File: src/rtl/prc_defines.vh
// Function
// - A rail's discharge field is forced to 00 while that rail is enabled.
// - Discharge codes: 00 none, 01 100 ohm, 10 200 ohm, 11 500 ohm.
// - Discharge A holds rails four, three, two, one at 7:6, 5:4, 3:2, 1:0.
// - Discharge B holds linear two, switch A1, rail six, rail five.
// - Discharge C holds switch B2, B1, linear three; top two bits read zero.
// - Output-three delay codes 000..111 give 2.5 ms up to 100 ms.
// - Delay starts once all grouped rails regulate; power-good on expiry.
// - Host-driven output three without termination use ignores the delay.
// - Writing one to shutdown bit 0 resets the device and all registers.
// - The shutdown bit clears itself and never reads back as one.
// - The shutdown write gets no acknowledge; the host expects that.
// - Shutdown register resets to zero; only bit 0 is writable.
// - Rail one and two sleep registers: code at 7:1, enable at bit 0.
// - Sleep enabled and sleep pin low selects sleep code, else normal.
// - Each rail's sleep pin is chosen by factory configuration only.
// - Rail four and five voltage registers: code at 7:1, decay at bit 0.
// - Decay zero slews actively down; decay one decays passively.
// - Rail four sleep register: code at 7:1, bit 0 reads zero.
`ifndef PRC_DEFINES_VH
`define PRC_DEFINES_VH

`define PRC_OFS_DISCH_A     8'h40
`define PRC_OFS_DISCH_B     8'h41
`define PRC_OFS_DISCH_C     8'h42
`define PRC_OFS_GOOD_DELAY  8'h43
`define PRC_OFS_SHUTDOWN    8'h91
`define PRC_OFS_R1_SLEEP    8'h92
`define PRC_OFS_R2_SLEEP    8'h93
`define PRC_OFS_R4_VOLT     8'h94
`define PRC_OFS_R4_SLEEP    8'h95
`define PRC_OFS_R5_VOLT     8'h96

`define PRC_MASK_DISCH_C    8'h3f
`define PRC_MASK_GOOD_DELAY 8'h07
`define PRC_MASK_R4_SLEEP   8'hfe
`define PRC_MASK_FULL       8'hff
`define PRC_SHUTDOWN_RESET  8'h00
`define PRC_SHUTDOWN_BIT    0
`define PRC_SLEEP_EN_BIT    0
`define PRC_DECAY_BIT       0
`define PRC_DISCH_NONE      2'h0

`define PRC_CLK_PERIOD_NS   10
`define PRC_TICK_NS         2500000
`define PRC_DLY_T0          6'h01
`define PRC_DLY_T1          6'h02
`define PRC_DLY_T2          6'h04
`define PRC_DLY_T3          6'h06
`define PRC_DLY_T4          6'h08
`define PRC_DLY_T5          6'h14
`define PRC_DLY_T6          6'h1e
`define PRC_DLY_T7          6'h28

`endif

File: src/rtl/prc_rail_regs.v
`timescale 1ns/1ns
`include "prc_defines.vh"

module prc_rail_regs #(
   parameter [6:0]  DEV_ADDR    = 7'h2a,
   parameter [31:0] TICK_CYCLES = `PRC_TICK_NS / `PRC_CLK_PERIOD_NS
) (
   input  wire        core_clk_i,
   input  wire        rst_i,
   input  wire        scl_i,
   input  wire        sda_i,
   output reg         sda_o,
   output reg         sda_oe_o,
   input  wire [71:0] otp_image_i,
   input  wire [1:0]  otp_sleep_pin_sel_i,
   input  wire        otp_out3_pg_mode_i,
   input  wire        otp_out3_vtt_use_i,
   input  wire [11:0] rail_enabled_i,
   input  wire        out3_rails_in_reg_i,
   input  wire        sleep_pin_first_i,
   input  wire        sleep_pin_second_i,
   input  wire        general_output_three_host_level_i,
   input  wire [6:0]  rail1_normal_code_i,
   input  wire [6:0]  rail2_normal_code_i,
   output wire [21:0] discharge_select_o,
   output reg         general_output_three_o,
   output reg         termination_enable_o,
   output reg         shutdown_trigger_o,
   output reg  [6:0]  rail1_target_code_o,
   output reg  [6:0]  rail2_target_code_o,
   output wire [6:0]  rail4_normal_code_o,
   output wire [6:0]  rail4_sleep_code_o,
   output wire        rail4_passive_decay_o,
   output wire [6:0]  rail5_normal_code_o,
   output wire        rail5_passive_decay_o
);

   localparam [2:0] S_IDLE = 3'h0;
   localparam [2:0] S_ADDR = 3'h1;
   localparam [2:0] S_REG  = 3'h2;
   localparam [2:0] S_WDAT = 3'h3;
   localparam [2:0] S_RDAT = 3'h4;
   localparam       NSYNC  = 17;

   reg  [7:0]       rf_reg [0:8];
   reg  [NSYNC-1:0] sync1_reg;
   reg  [NSYNC-1:0] sync2_reg;
   reg              sda_d_reg;
   reg              scl_d_reg;
   reg  [2:0]       st_reg;
   reg  [3:0]       cnt_reg;
   reg  [7:0]       shift_reg;
   reg  [7:0]       tx_reg;
   reg  [7:0]       ptr_reg;
   reg              nack_reg;
   reg              wr_reg;
   reg  [7:0]       wr_data_reg;
   reg              reload_reg;
   reg  [31:0]      presc_reg;
   reg  [5:0]       ticks_reg;
   reg              good_reg;
   reg  [5:0]       target_next;
   reg  [3:0]       wr_idx_next;
   reg  [7:0]       rd_next;
   integer          i;

   wire [11:0] rail_en_s  = sync2_reg[11:0];
   wire        in_reg_s   = sync2_reg[12];
   wire        pin1_s     = sync2_reg[13];
   wire        pin2_s     = sync2_reg[14];
   wire        sda_s      = sync2_reg[15];
   wire        scl_s      = sync2_reg[16];
   wire        scl_rise   = scl_s & ~scl_d_reg;
   wire        scl_fall   = ~scl_s & scl_d_reg;
   wire        start_cond = scl_s & scl_d_reg & sda_d_reg & ~sda_s;
   wire        stop_cond  = scl_s & scl_d_reg & ~sda_d_reg & sda_s;

   // Bus pins, sleep pins, rail enables and regulation status pass two flops before anything reads them.
   always @(posedge core_clk_i) begin
      if (rst_i) begin
         // Bus pins reset to their idle high level so no false edge follows.
         sync1_reg <= {2'b11, {(NSYNC-2){1'b0}}};
         sync2_reg <= {2'b11, {(NSYNC-2){1'b0}}};
         sda_d_reg <= 1'b1;
         scl_d_reg <= 1'b1;
      end else begin
         sync1_reg <= {scl_i, sda_i, sleep_pin_second_i, sleep_pin_first_i,
                       out3_rails_in_reg_i, rail_enabled_i};
         sync2_reg <= sync1_reg;
         sda_d_reg <= sda_s;
         scl_d_reg <= scl_s;
      end
   end

   // Map a bus offset to a storage slot; slot 15 means no storage.
   always @* begin
      case (ptr_reg)
         `PRC_OFS_DISCH_A:    wr_idx_next = 4'h0;
         `PRC_OFS_DISCH_B:    wr_idx_next = 4'h1;
         `PRC_OFS_DISCH_C:    wr_idx_next = 4'h2;
         `PRC_OFS_GOOD_DELAY: wr_idx_next = 4'h3;
         `PRC_OFS_R1_SLEEP:   wr_idx_next = 4'h4;
         `PRC_OFS_R2_SLEEP:   wr_idx_next = 4'h5;
         `PRC_OFS_R4_VOLT:    wr_idx_next = 4'h6;
         `PRC_OFS_R4_SLEEP:   wr_idx_next = 4'h7;
         `PRC_OFS_R5_VOLT:    wr_idx_next = 4'h8;
         default:             wr_idx_next = 4'hf;
      endcase
      if (wr_idx_next == 4'hf)
         rd_next = `PRC_SHUTDOWN_RESET; // Shutdown and holes read zero.
      else
         rd_next = rf_reg[wr_idx_next];
   end

   // Two-wire slave; it answers on falling clock edges and samples on rising.
   always @(posedge core_clk_i) begin
      if (rst_i) begin
         st_reg             <= S_IDLE;
         cnt_reg            <= 4'h0;
         shift_reg          <= 8'h00;
         tx_reg             <= 8'h00;
         ptr_reg            <= 8'h00;
         nack_reg           <= 1'b1;
         wr_reg             <= 1'b0;
         wr_data_reg        <= 8'h00;
         sda_o              <= 1'b0;
         sda_oe_o           <= 1'b0;
         shutdown_trigger_o <= 1'b0;
      end else begin
         wr_reg             <= 1'b0;
         shutdown_trigger_o <= 1'b0;
         if (start_cond) begin
            st_reg   <= S_ADDR;
            // The clock fall that closes the start wraps this to zero.
            cnt_reg  <= 4'hf;
            sda_oe_o <= 1'b0;
         end else if (stop_cond) begin
            st_reg   <= S_IDLE;
            sda_oe_o <= 1'b0;
         end else if (st_reg != S_IDLE && scl_rise) begin
            if (cnt_reg == 4'h8)
               nack_reg <= sda_s;
            else
               shift_reg <= {shift_reg[6:0], sda_s};
         end else if (st_reg != S_IDLE && scl_fall) begin
            if (cnt_reg == 4'h8) begin
               cnt_reg  <= 4'h0;
               sda_oe_o <= 1'b0;
               if (st_reg == S_RDAT) begin
                  if (nack_reg) begin
                     st_reg <= S_IDLE;
                  end else begin
                     sda_oe_o <= ~rd_next[7];
                     tx_reg   <= {rd_next[6:0], 1'b0};
                     ptr_reg  <= ptr_reg + 8'h01;
                  end
               end
            end else if (cnt_reg == 4'h7) begin
               cnt_reg <= 4'h8;
               case (st_reg)
                  S_ADDR: begin
                     if (shift_reg[7:1] == DEV_ADDR) begin
                        sda_oe_o <= 1'b1;
                        st_reg   <= shift_reg[0] ? S_RDAT : S_REG;
                     end else begin
                        st_reg <= S_IDLE;
                     end
                  end
                  S_REG: begin
                     ptr_reg  <= shift_reg;
                     sda_oe_o <= 1'b1;
                     st_reg   <= S_WDAT;
                  end
                  S_WDAT: begin
                     if (ptr_reg == `PRC_OFS_SHUTDOWN &&
                         shift_reg[`PRC_SHUTDOWN_BIT]) begin
                        shutdown_trigger_o <= 1'b1;
                        st_reg             <= S_IDLE; // No acknowledge.
                     end else begin
                        wr_reg      <= 1'b1;
                        wr_data_reg <= shift_reg;
                        sda_oe_o    <= 1'b1;
                        ptr_reg     <= ptr_reg + 8'h01;
                     end
                  end
                  default: sda_oe_o <= 1'b0; // Release for the host's ack.
               endcase
            end else begin
               cnt_reg <= cnt_reg + 4'h1;
               if (st_reg == S_RDAT) begin
                  sda_oe_o <= ~tx_reg[7];
                  tx_reg   <= {tx_reg[6:0], 1'b0};
               end
            end
         end
      end
   end

   // Reload from the factory image after reset and after shutdown.
   always @(posedge core_clk_i) begin
      if (rst_i)
         reload_reg <= 1'b1;
      else
         reload_reg <= shutdown_trigger_o;
   end

   // Register file. The write hits the slot of the pointer before increment,
   // so the slot is taken one cycle late from a saved copy of the pointer.
   reg [3:0] wslot_reg;
   always @(posedge core_clk_i) begin
      if (rst_i)
         wslot_reg <= 4'hf;
      else if (st_reg == S_WDAT && scl_fall && cnt_reg == 4'h7)
         wslot_reg <= wr_idx_next;
   end

   always @(posedge core_clk_i) begin
      if (reload_reg) begin
         for (i = 0; i < 9; i = i + 1)
            rf_reg[i] <= otp_image_i[8*i +: 8];
         rf_reg[2] <= otp_image_i[23:16] & `PRC_MASK_DISCH_C;
         rf_reg[3] <= otp_image_i[31:24] & `PRC_MASK_GOOD_DELAY;
         rf_reg[7] <= otp_image_i[63:56] & `PRC_MASK_R4_SLEEP;
      end else begin
         if (wr_reg) begin
            case (wslot_reg)
               4'h2: rf_reg[2] <= wr_data_reg & `PRC_MASK_DISCH_C;
               4'h3: rf_reg[3] <= wr_data_reg & `PRC_MASK_GOOD_DELAY;
               4'h7: rf_reg[7] <= wr_data_reg & `PRC_MASK_R4_SLEEP;
               4'hf: rf_reg[0] <= rf_reg[0]; // Unmapped or shutdown.
               default: rf_reg[wslot_reg] <= wr_data_reg;
            endcase
         end
         // An enabled rail's field is held at no-discharge over any write.
         for (i = 0; i < 11; i = i + 1)
            if (rail_en_s[i])
               rf_reg[i/4][2*(i%4) +: 2] <= `PRC_DISCH_NONE;
         if (rail_en_s[11])
            rf_reg[2][5:4] <= `PRC_DISCH_NONE;
      end
   end

   // Discharge pull-down codes go to the analog side as stored.
   assign discharge_select_o = {rf_reg[2][5:0], rf_reg[1], rf_reg[0]};
   // Decay bits tell the converter to let the output fall passively.
   assign rail4_normal_code_o   = rf_reg[6][7:1];
   assign rail4_passive_decay_o = rf_reg[6][`PRC_DECAY_BIT];
   assign rail4_sleep_code_o    = rf_reg[7][7:1];
   assign rail5_normal_code_o   = rf_reg[8][7:1];
   assign rail5_passive_decay_o = rf_reg[8][`PRC_DECAY_BIT];

   // Sleep code applies only while enabled and the factory-chosen pin is low.
   always @(posedge core_clk_i) begin
      if (rst_i) begin
         rail1_target_code_o <= 7'h00;
         rail2_target_code_o <= 7'h00;
      end else begin
         if (rf_reg[4][`PRC_SLEEP_EN_BIT] &&
             !(otp_sleep_pin_sel_i[0] ? pin2_s : pin1_s))
            rail1_target_code_o <= rf_reg[4][7:1];
         else
            rail1_target_code_o <= rail1_normal_code_i;
         if (rf_reg[5][`PRC_SLEEP_EN_BIT] &&
             !(otp_sleep_pin_sel_i[1] ? pin2_s : pin1_s))
            rail2_target_code_o <= rf_reg[5][7:1];
         else
            rail2_target_code_o <= rail2_normal_code_i;
      end
   end

   // Delay code to a count of 2.5 ms ticks.
   always @* begin
      case (rf_reg[3][2:0])
         3'h0:    target_next = `PRC_DLY_T0;
         3'h1:    target_next = `PRC_DLY_T1;
         3'h2:    target_next = `PRC_DLY_T2;
         3'h3:    target_next = `PRC_DLY_T3;
         3'h4:    target_next = `PRC_DLY_T4;
         3'h5:    target_next = `PRC_DLY_T5;
         3'h6:    target_next = `PRC_DLY_T6;
         default: target_next = `PRC_DLY_T7;
      endcase
   end

   // The prescaler restarts whenever regulation is lost, so the delay is
   // measured from the moment all grouped rails regulate.
   always @(posedge core_clk_i) begin
      if (rst_i || !in_reg_s) begin
         presc_reg <= 32'h0;
         ticks_reg <= 6'h00;
         good_reg  <= 1'b0;
      end else if (!good_reg) begin
         if (presc_reg == TICK_CYCLES - 32'h1) begin
            presc_reg <= 32'h0;
            ticks_reg <= ticks_reg + 6'h01;
         end else begin
            presc_reg <= presc_reg + 32'h1;
         end
         if (ticks_reg >= target_next)
            good_reg <= 1'b1;
      end
   end

   // Host-driven mode bypasses the delayed power-good on output three; termination enable still waits for it.
   always @(posedge core_clk_i) begin
      if (rst_i) begin
         general_output_three_o <= 1'b0;
         termination_enable_o   <= 1'b0;
      end else begin
         general_output_three_o <= otp_out3_pg_mode_i ? good_reg
                                   : general_output_three_host_level_i;
         termination_enable_o   <= otp_out3_vtt_use_i & good_reg;
      end
   end

endmodule // prc_rail_regs

File: config.mk
export PLATFORM = sky130hd
export DESIGN_NAME = prc_rail_regs
export DESIGN_NICKNAME = d
export VERILOG_FILES = /design/src/rtl/prc_rail_regs.v
export VERILOG_INCLUDE_DIRS = /design/src /design/src/rtl
export SDC_FILE = /design/constraint.sdc
export NUM_CORES = 1
export LEC_CHECK = 0
export BUFFER_PORTS_ARGS = -buffer_cell sky130_fd_sc_hd__buf_2
export CAP_MARGIN = 10
export CELL_PAD_IN_SITES_DETAIL_PLACEMENT = 1
export CELL_PAD_IN_SITES_GLOBAL_PLACEMENT = 1
export CORE_MARGIN = 10
export CORE_UTILIZATION = 47
export DETAILED_ROUTE_END_ITERATION = 10
export PLACE_DENSITY = 0.95
export SLEW_MARGIN = 25
export SYNTH_ARGS = -nofsm -noshare
export SYNTH_HDL_FRONTEND = slang
export SYNTH_SLANG_ARGS = --single-unit
File: constraint.sdc
create_clock -name core_clk_i -period 5.35 [get_ports core_clk_i]
set_input_delay 0.2675 -clock core_clk_i [delete_from_list [all_inputs] [get_ports core_clk_i]]
set_output_delay 0.2675 -clock core_clk_i [all_outputs]
set_load 0.01 [all_outputs]
After elaboration in Yosys (flattened, before gate mapping)
Memories as Yosys holds them, arrays and structs flattened. Cells that the tools add are included.

Memories: 1. Flip-flop bits (word level): 139. Memory bits (writable): 72.

Memory list: rf_reg (depth 9, bits a word 8, read ports 10, clocked after Yosys merged registers in 0, wr ports 9, RTL line prc_rail_regs.v:45) `reg [7:0] rf_reg [0:8];`.

Equality and inequality tests: 51. Multiplexer cells: 130. $lt $le $gt $ge: 1. Bitwise logic cells: 129. Reductions and logical operators: 35. Add/sub/neg operators: 4.

Operators by type and width (number): 2-to-1 mux 8 bit (19); 2-to-1 mux 1 bit (76); == test 8 bit (second input constant) (6); AND 1 bit (45); == test 4 bit (second input constant) (11); NOT 1 bit (44); case mux 6 bit (7 select lines) (1); case mux 4 bit (9 select lines) (1); adder 32 x 1 -> 32 bit (second input constant) (1); == test 32 x 18 -> 1 bit (second input constant) (1); == test 8 x 7 -> 1 bit (second input constant) (4); 2-to-1 mux 32 bit (1); 2-to-1 mux 4 bit (8); 2-to-1 mux 2 bit (12); AND 1 bit (second input constant) (21); 2-to-1 mux 3 bit (7); AND reduction 7 bit (3); OR 1 bit (19); case mux 8 bit (2 select lines) (1); OR reduction 8 bit (2); 2-to-1 mux 7 bit (2); == test 3 x 2 -> 1 bit (second input constant) (4); == test 3 bit (second input constant) (4); != test 4 bit (second input constant) (3); other kinds (31) (54).

Depth between registers and ports, before layout
Depth after elaboration: 16. Depth in mapped cells: 11.

Worst setup path before layout
No wires, ideal clock.

Kind: flip-flop to flip-flop. Start: register ptr_reg[2]. End: register tx_reg[4]. Slack: 2.953 ns. Buffers on the path: 3. Arrival time: 2.274 ns. Clock period less this slack: 2.397 ns. Required time: 5.227 ns. Stages on the path, launching flop included: 10. Cells stage by stage: dfxtp_1 buf_6 or4b_4 buf_6 o22a_2 nand3_4 buf_6 mux4_2 a21oi_1 nand3_1.

Word-level cells in the longest chain between the ends: 7. Elaborated cells between the ends (all ways): 16. Classes of those cells: eq/ne (10); mux (5); memory (1).

Ends and longest elaborated chain: start, declared (RTL line prc_rail_regs.v:54) `reg [7:0] ptr_reg;`; start signal, assigned (RTL line prc_rail_regs.v:155) `ptr_reg <= ptr_reg + 8'h01;`; start signal, assigned (RTL line prc_rail_regs.v:170) `ptr_reg <= shift_reg;`; start signal, assigned (RTL line prc_rail_regs.v:183) `ptr_reg <= ptr_reg + 8'h01;`; == test 8 bit or == test 8 x 7 -> 1 bit (tied branches) (RTL line prc_rail_regs.v:97) `case (ptr_reg)`; case mux 4 bit (9 select lines) (*) (RTL line prc_rail_regs.v:97); memory read (9 x 8 bit) or == test 4 bit (tied branches); 2-to-1 mux 8 bit (*) (RTL line prc_rail_regs.v:109) `if (wr_idx_next == 4'hf)`; 2-to-1 mux 8 bit (*) (RTL line prc_rail_regs.v:150) `if (nack_reg) begin`; 2-to-1 mux 8 bit (*) (RTL line prc_rail_regs.v:149) `if (st_reg == S_RDAT) begin`; 2-to-1 mux 8 bit (*) (RTL line prc_rail_regs.v:146) `if (cnt_reg == 4'h8) begin`; end signal, assigned (RTL line prc_rail_regs.v:154) `tx_reg <= {rd_next[6:0], 1'b0};`; end signal, assigned (RTL line prc_rail_regs.v:192) `tx_reg <= {tx_reg[6:0], 1'b0};`; end, declared (RTL line prc_rail_regs.v:53) `reg [7:0] tx_reg;`.

Every way passes the cells marked *; elsewhere a longest branch is shown, timed or not. The select of a mux whose other input is x is not followed. A chain may end at the register's enable or synchronous reset.

==> flow_metrics.tcl <==
set metrics [dict create \
    stdcell_area_um2 13570 \
    finalHoldViolations 1 \
    avgSynthCellArea_um2 9.719 \
    grt_pass1_wl_um 69950 \
    synth_edf_count 96 \
    synth_cells 1178 \
    ys_ff_latch 234 \
    drtPass1Iterations 7 \
    period_share_pct 68.18 \
    failed_checks "negative hold slack" \
    path_cells "nand2b_1 > nor3_1 > a22oi_1 > o21ai_1 > nor2_1 > o21ai_0" \
    fp.dieH_um 176.1 \
    start_util_pct 47.35 \
    grt_max_degree 86 \
    grt_overflow 0 \
    r2r_start "wslot_reg[0]" \
    reg2reg_slack_ns 1.70 \
    drtIter0Drc 1169 \
    synthFlopType "dfxtp_1" \
    setup_slack_ns 1.702 \
    critical-path-top-delay-family "compound AO/OA/AOI/OAI gates" \
    ant_nets 0 \
    crit_arrival_ns 3.90 \
    numPortBuffers 172 \
    ir_drop_v 0.0002229 \
    cts_buffers 26 \
    critPathCaptureType "flop" \
    finalSetupTns_ns 0 \
    rsz0062_at_grt "no" \
    drc 0 \
    maxSlewHeadroom_pct 31.59 \
    power_density_nw_per_um2 301.3 \
    grt_usage_pct 28.97 \
    syn_area_um2 11450 \
    cp_slowest_cell "o21ai_1" \
    htree_levels 1 \
    synthArstFlopShare_pct 0 \
    dp_slack_ns 2.021 \
    setup_viol 0 \
    synth_cell_type_count 82 \
    clockBufferDepth 3 \
    crit_fanout 13 \
    clock_sinks 234 \
    gp_congestion 0.9618 \
    num_rows 57 \
    dieArea_um2 31000 \
    fillers 2695 \
    grt_pass1_vias 11340 \
    ys_seq_area_share_pct 49.31 \
    vias 10680 \
    cts.clk_slew.worst_paths_ns 0.07 \
    avgViaCountPerCell 6.305 \
    die_w_um 176.1 \
    cts_tree "done" \
    fin_hold_ws_ns -0.001103 \
    io_pins 174 \
    fin_crit_ns 3.648 \
    post_cts_buffers 0 \
    p_leak_nw 5.369 \
    drv_cap 0 \
    core_area_um2 24180 \
    largest_reg_flops 96 \
    root_buffer "clkbuf_16" \
    drive_gt1_share_pct 21.30 \
    slowest_delay_ns 0.82 \
    drv_slew 0 \
    hpwl_um 29990 \
    placed_area_um2 12400 \
    syn2layout_area_growth_pct 18.51 \
    cp.required_ns 5.61 \
    critical_path_class "flop to flop" \
    critPathLaunch "wslot_reg[0]" \
    wl_per_cell_um 27.56 \
    crit_buf_inv 0 \
    antenna_found_initial 4 \
    clk_latency_ns 0.55 \
    hp-start "general_output_three_host_level_i" \
    clock_skew_ns 0.01468 \
    max_freq_ghz 0.2742 \
    ys_warn_count 0 \
    wirelength_um 46680 \
    cp-start-kind "flop" \
    worstMarginPinSlew_ns 1.022 \
    status "complete, but fails checks" \
    nNetsFinal 1470 \
    hold_class "primary input to flop" \
]
worst paths after layout:
path                                  to  cells past startpoint
hold reg to reg            sync2_reg[15]                      1
hold / removal    general_output_three_o                      3
setup reg to reg            rf_reg[0][5]                      6
setup / recovery            rf_reg[0][5]                      6
per-layer routing:
layer | vias up | routed length (um) | track usage [%]
li1 | 4521 | - | -
met1 | 5216 | 16460 | 32.33
met2 | 700 | 22570 | 48.91
met3 | 242 | 4192 | 6.749
met4 | 2 | 3455 | 18.69
met5 | - | 11 | 0
synthesized netlist by cell type, drive strengths merged, types with 25 or more instances:
cell type  instances  share of area, %
a21oi             29               1.3
buf               35               2.1
clkbuf            38               1.2
dfxtp            138                24
edfxtp            96                25
inv               25              0.82
mux2              38               3.8
mux2i             54               4.7
nand2            130               4.3
nand3             58               2.7
nor2             142               4.7
nor2b             44               2.4
nor3              33               1.5
o21ai             66               2.9
xor2              26               2.0
stage by stage:
stage               power, mW  utilization [%]  instances
global placement        2.209            51.29       1613
finish                  4.088            56.12       1694
floorplan               2.109                -       1185
CTS                     4.049            55.99       1689
detailed placement      2.232            51.29       1613
global route            4.170            56.11       1693
report_power, final:
group / switching (mW) / leakage [nW] / internal, mW
registers: 0.0459 / 2.07 / 1.91
logic: 0.160 / 2.86 / 0.117
clock network: 0.793 / 0.433 / 1.06
total: 0.999 / 5.37 / 3.09
layout by cell type (no fill, tap or decap), types with 4 or more instances in the layout:
cell,n
buf_2,172
nor2_1,141
dfxtp_1,138
nand2_1,129
edfxtp_1,96
o21ai_0,64
nand3_1,56
mux2i_1,54
nor2b_1,44
mux2_2,36
nor3_1,31
a21oi_1,29
clkbuf_16,29
dlygate4sd3_1,29
xor2_1,26
inv_1,24
nand4_1,17
or2_2,14
ha_1,14
and2_1,12
a31oi_1,12
o211ai_1,12
xnor2_1,12
nand2b_1,11
or3_1,10
nor4_1,9
a22oi_1,9
clkinv_2,9
and3_1,8
conb_1,8
nand3b_1,7
o31ai_1,6
clkbuf_1,6
a21o_1,5
buf_4,5
diode_2,4
nor4b_1,4
nor3b_1,4
layout make-up:
| type | count | area [um^2] | share of cell area, % |
|---|---|---|---|
| sequential | 234 | 5645 | 41.61 |
| multi-input combinational | 853 | 5368 | 39.56 |
| timing repair buffer | 206 | 1189 | 8.761 |
| clock buffer | 37 | 775.7 | 5.717 |
| tap | 324 | 405.4 | 2.988 |
| inverter | 25 | 93.84 | 0.6916 |
| clock inverter | 11 | 81.33 | 0.5994 |
| antenna | 4 | 10.01 | 0.07377 |
what timing repair did:
| action | in CTS | in global routing |
|---|---|---|
| endpoints found under the hold margin | 28 | 1 |
| setup endpoints to repair | 0 | 0 |
| resized for setup | 0 | 0 |
| hold buffers | 28 | 1 |
logic make-up (layout without fill, tap and decap cells):
kind of cell | Yosys count | in the layout | synth area share [%]
and+or+nand+nor | 515 | 515 | 22.05
DFF | 234 | 234 | 49.31
AOI/OAI and AO/OA | 182 | 182 | 10.66
buffers and inverters | 98 | 279 | 4.131
muxes | 96 | 96 | 9.377
xor gates and xnor gates | 38 | 38 | 2.907
adders and majority gates | 14 | 14 | 1.530
other | 1 | 12 | 0.03276
worst register-to-register path, delay by kind of cell, from the launching register on:
family	cells	cell delay, ns
compound gates	3	1.64
flops	1	0.61
simple gates	3	1.11
Power figures use the tool's default switching activity.
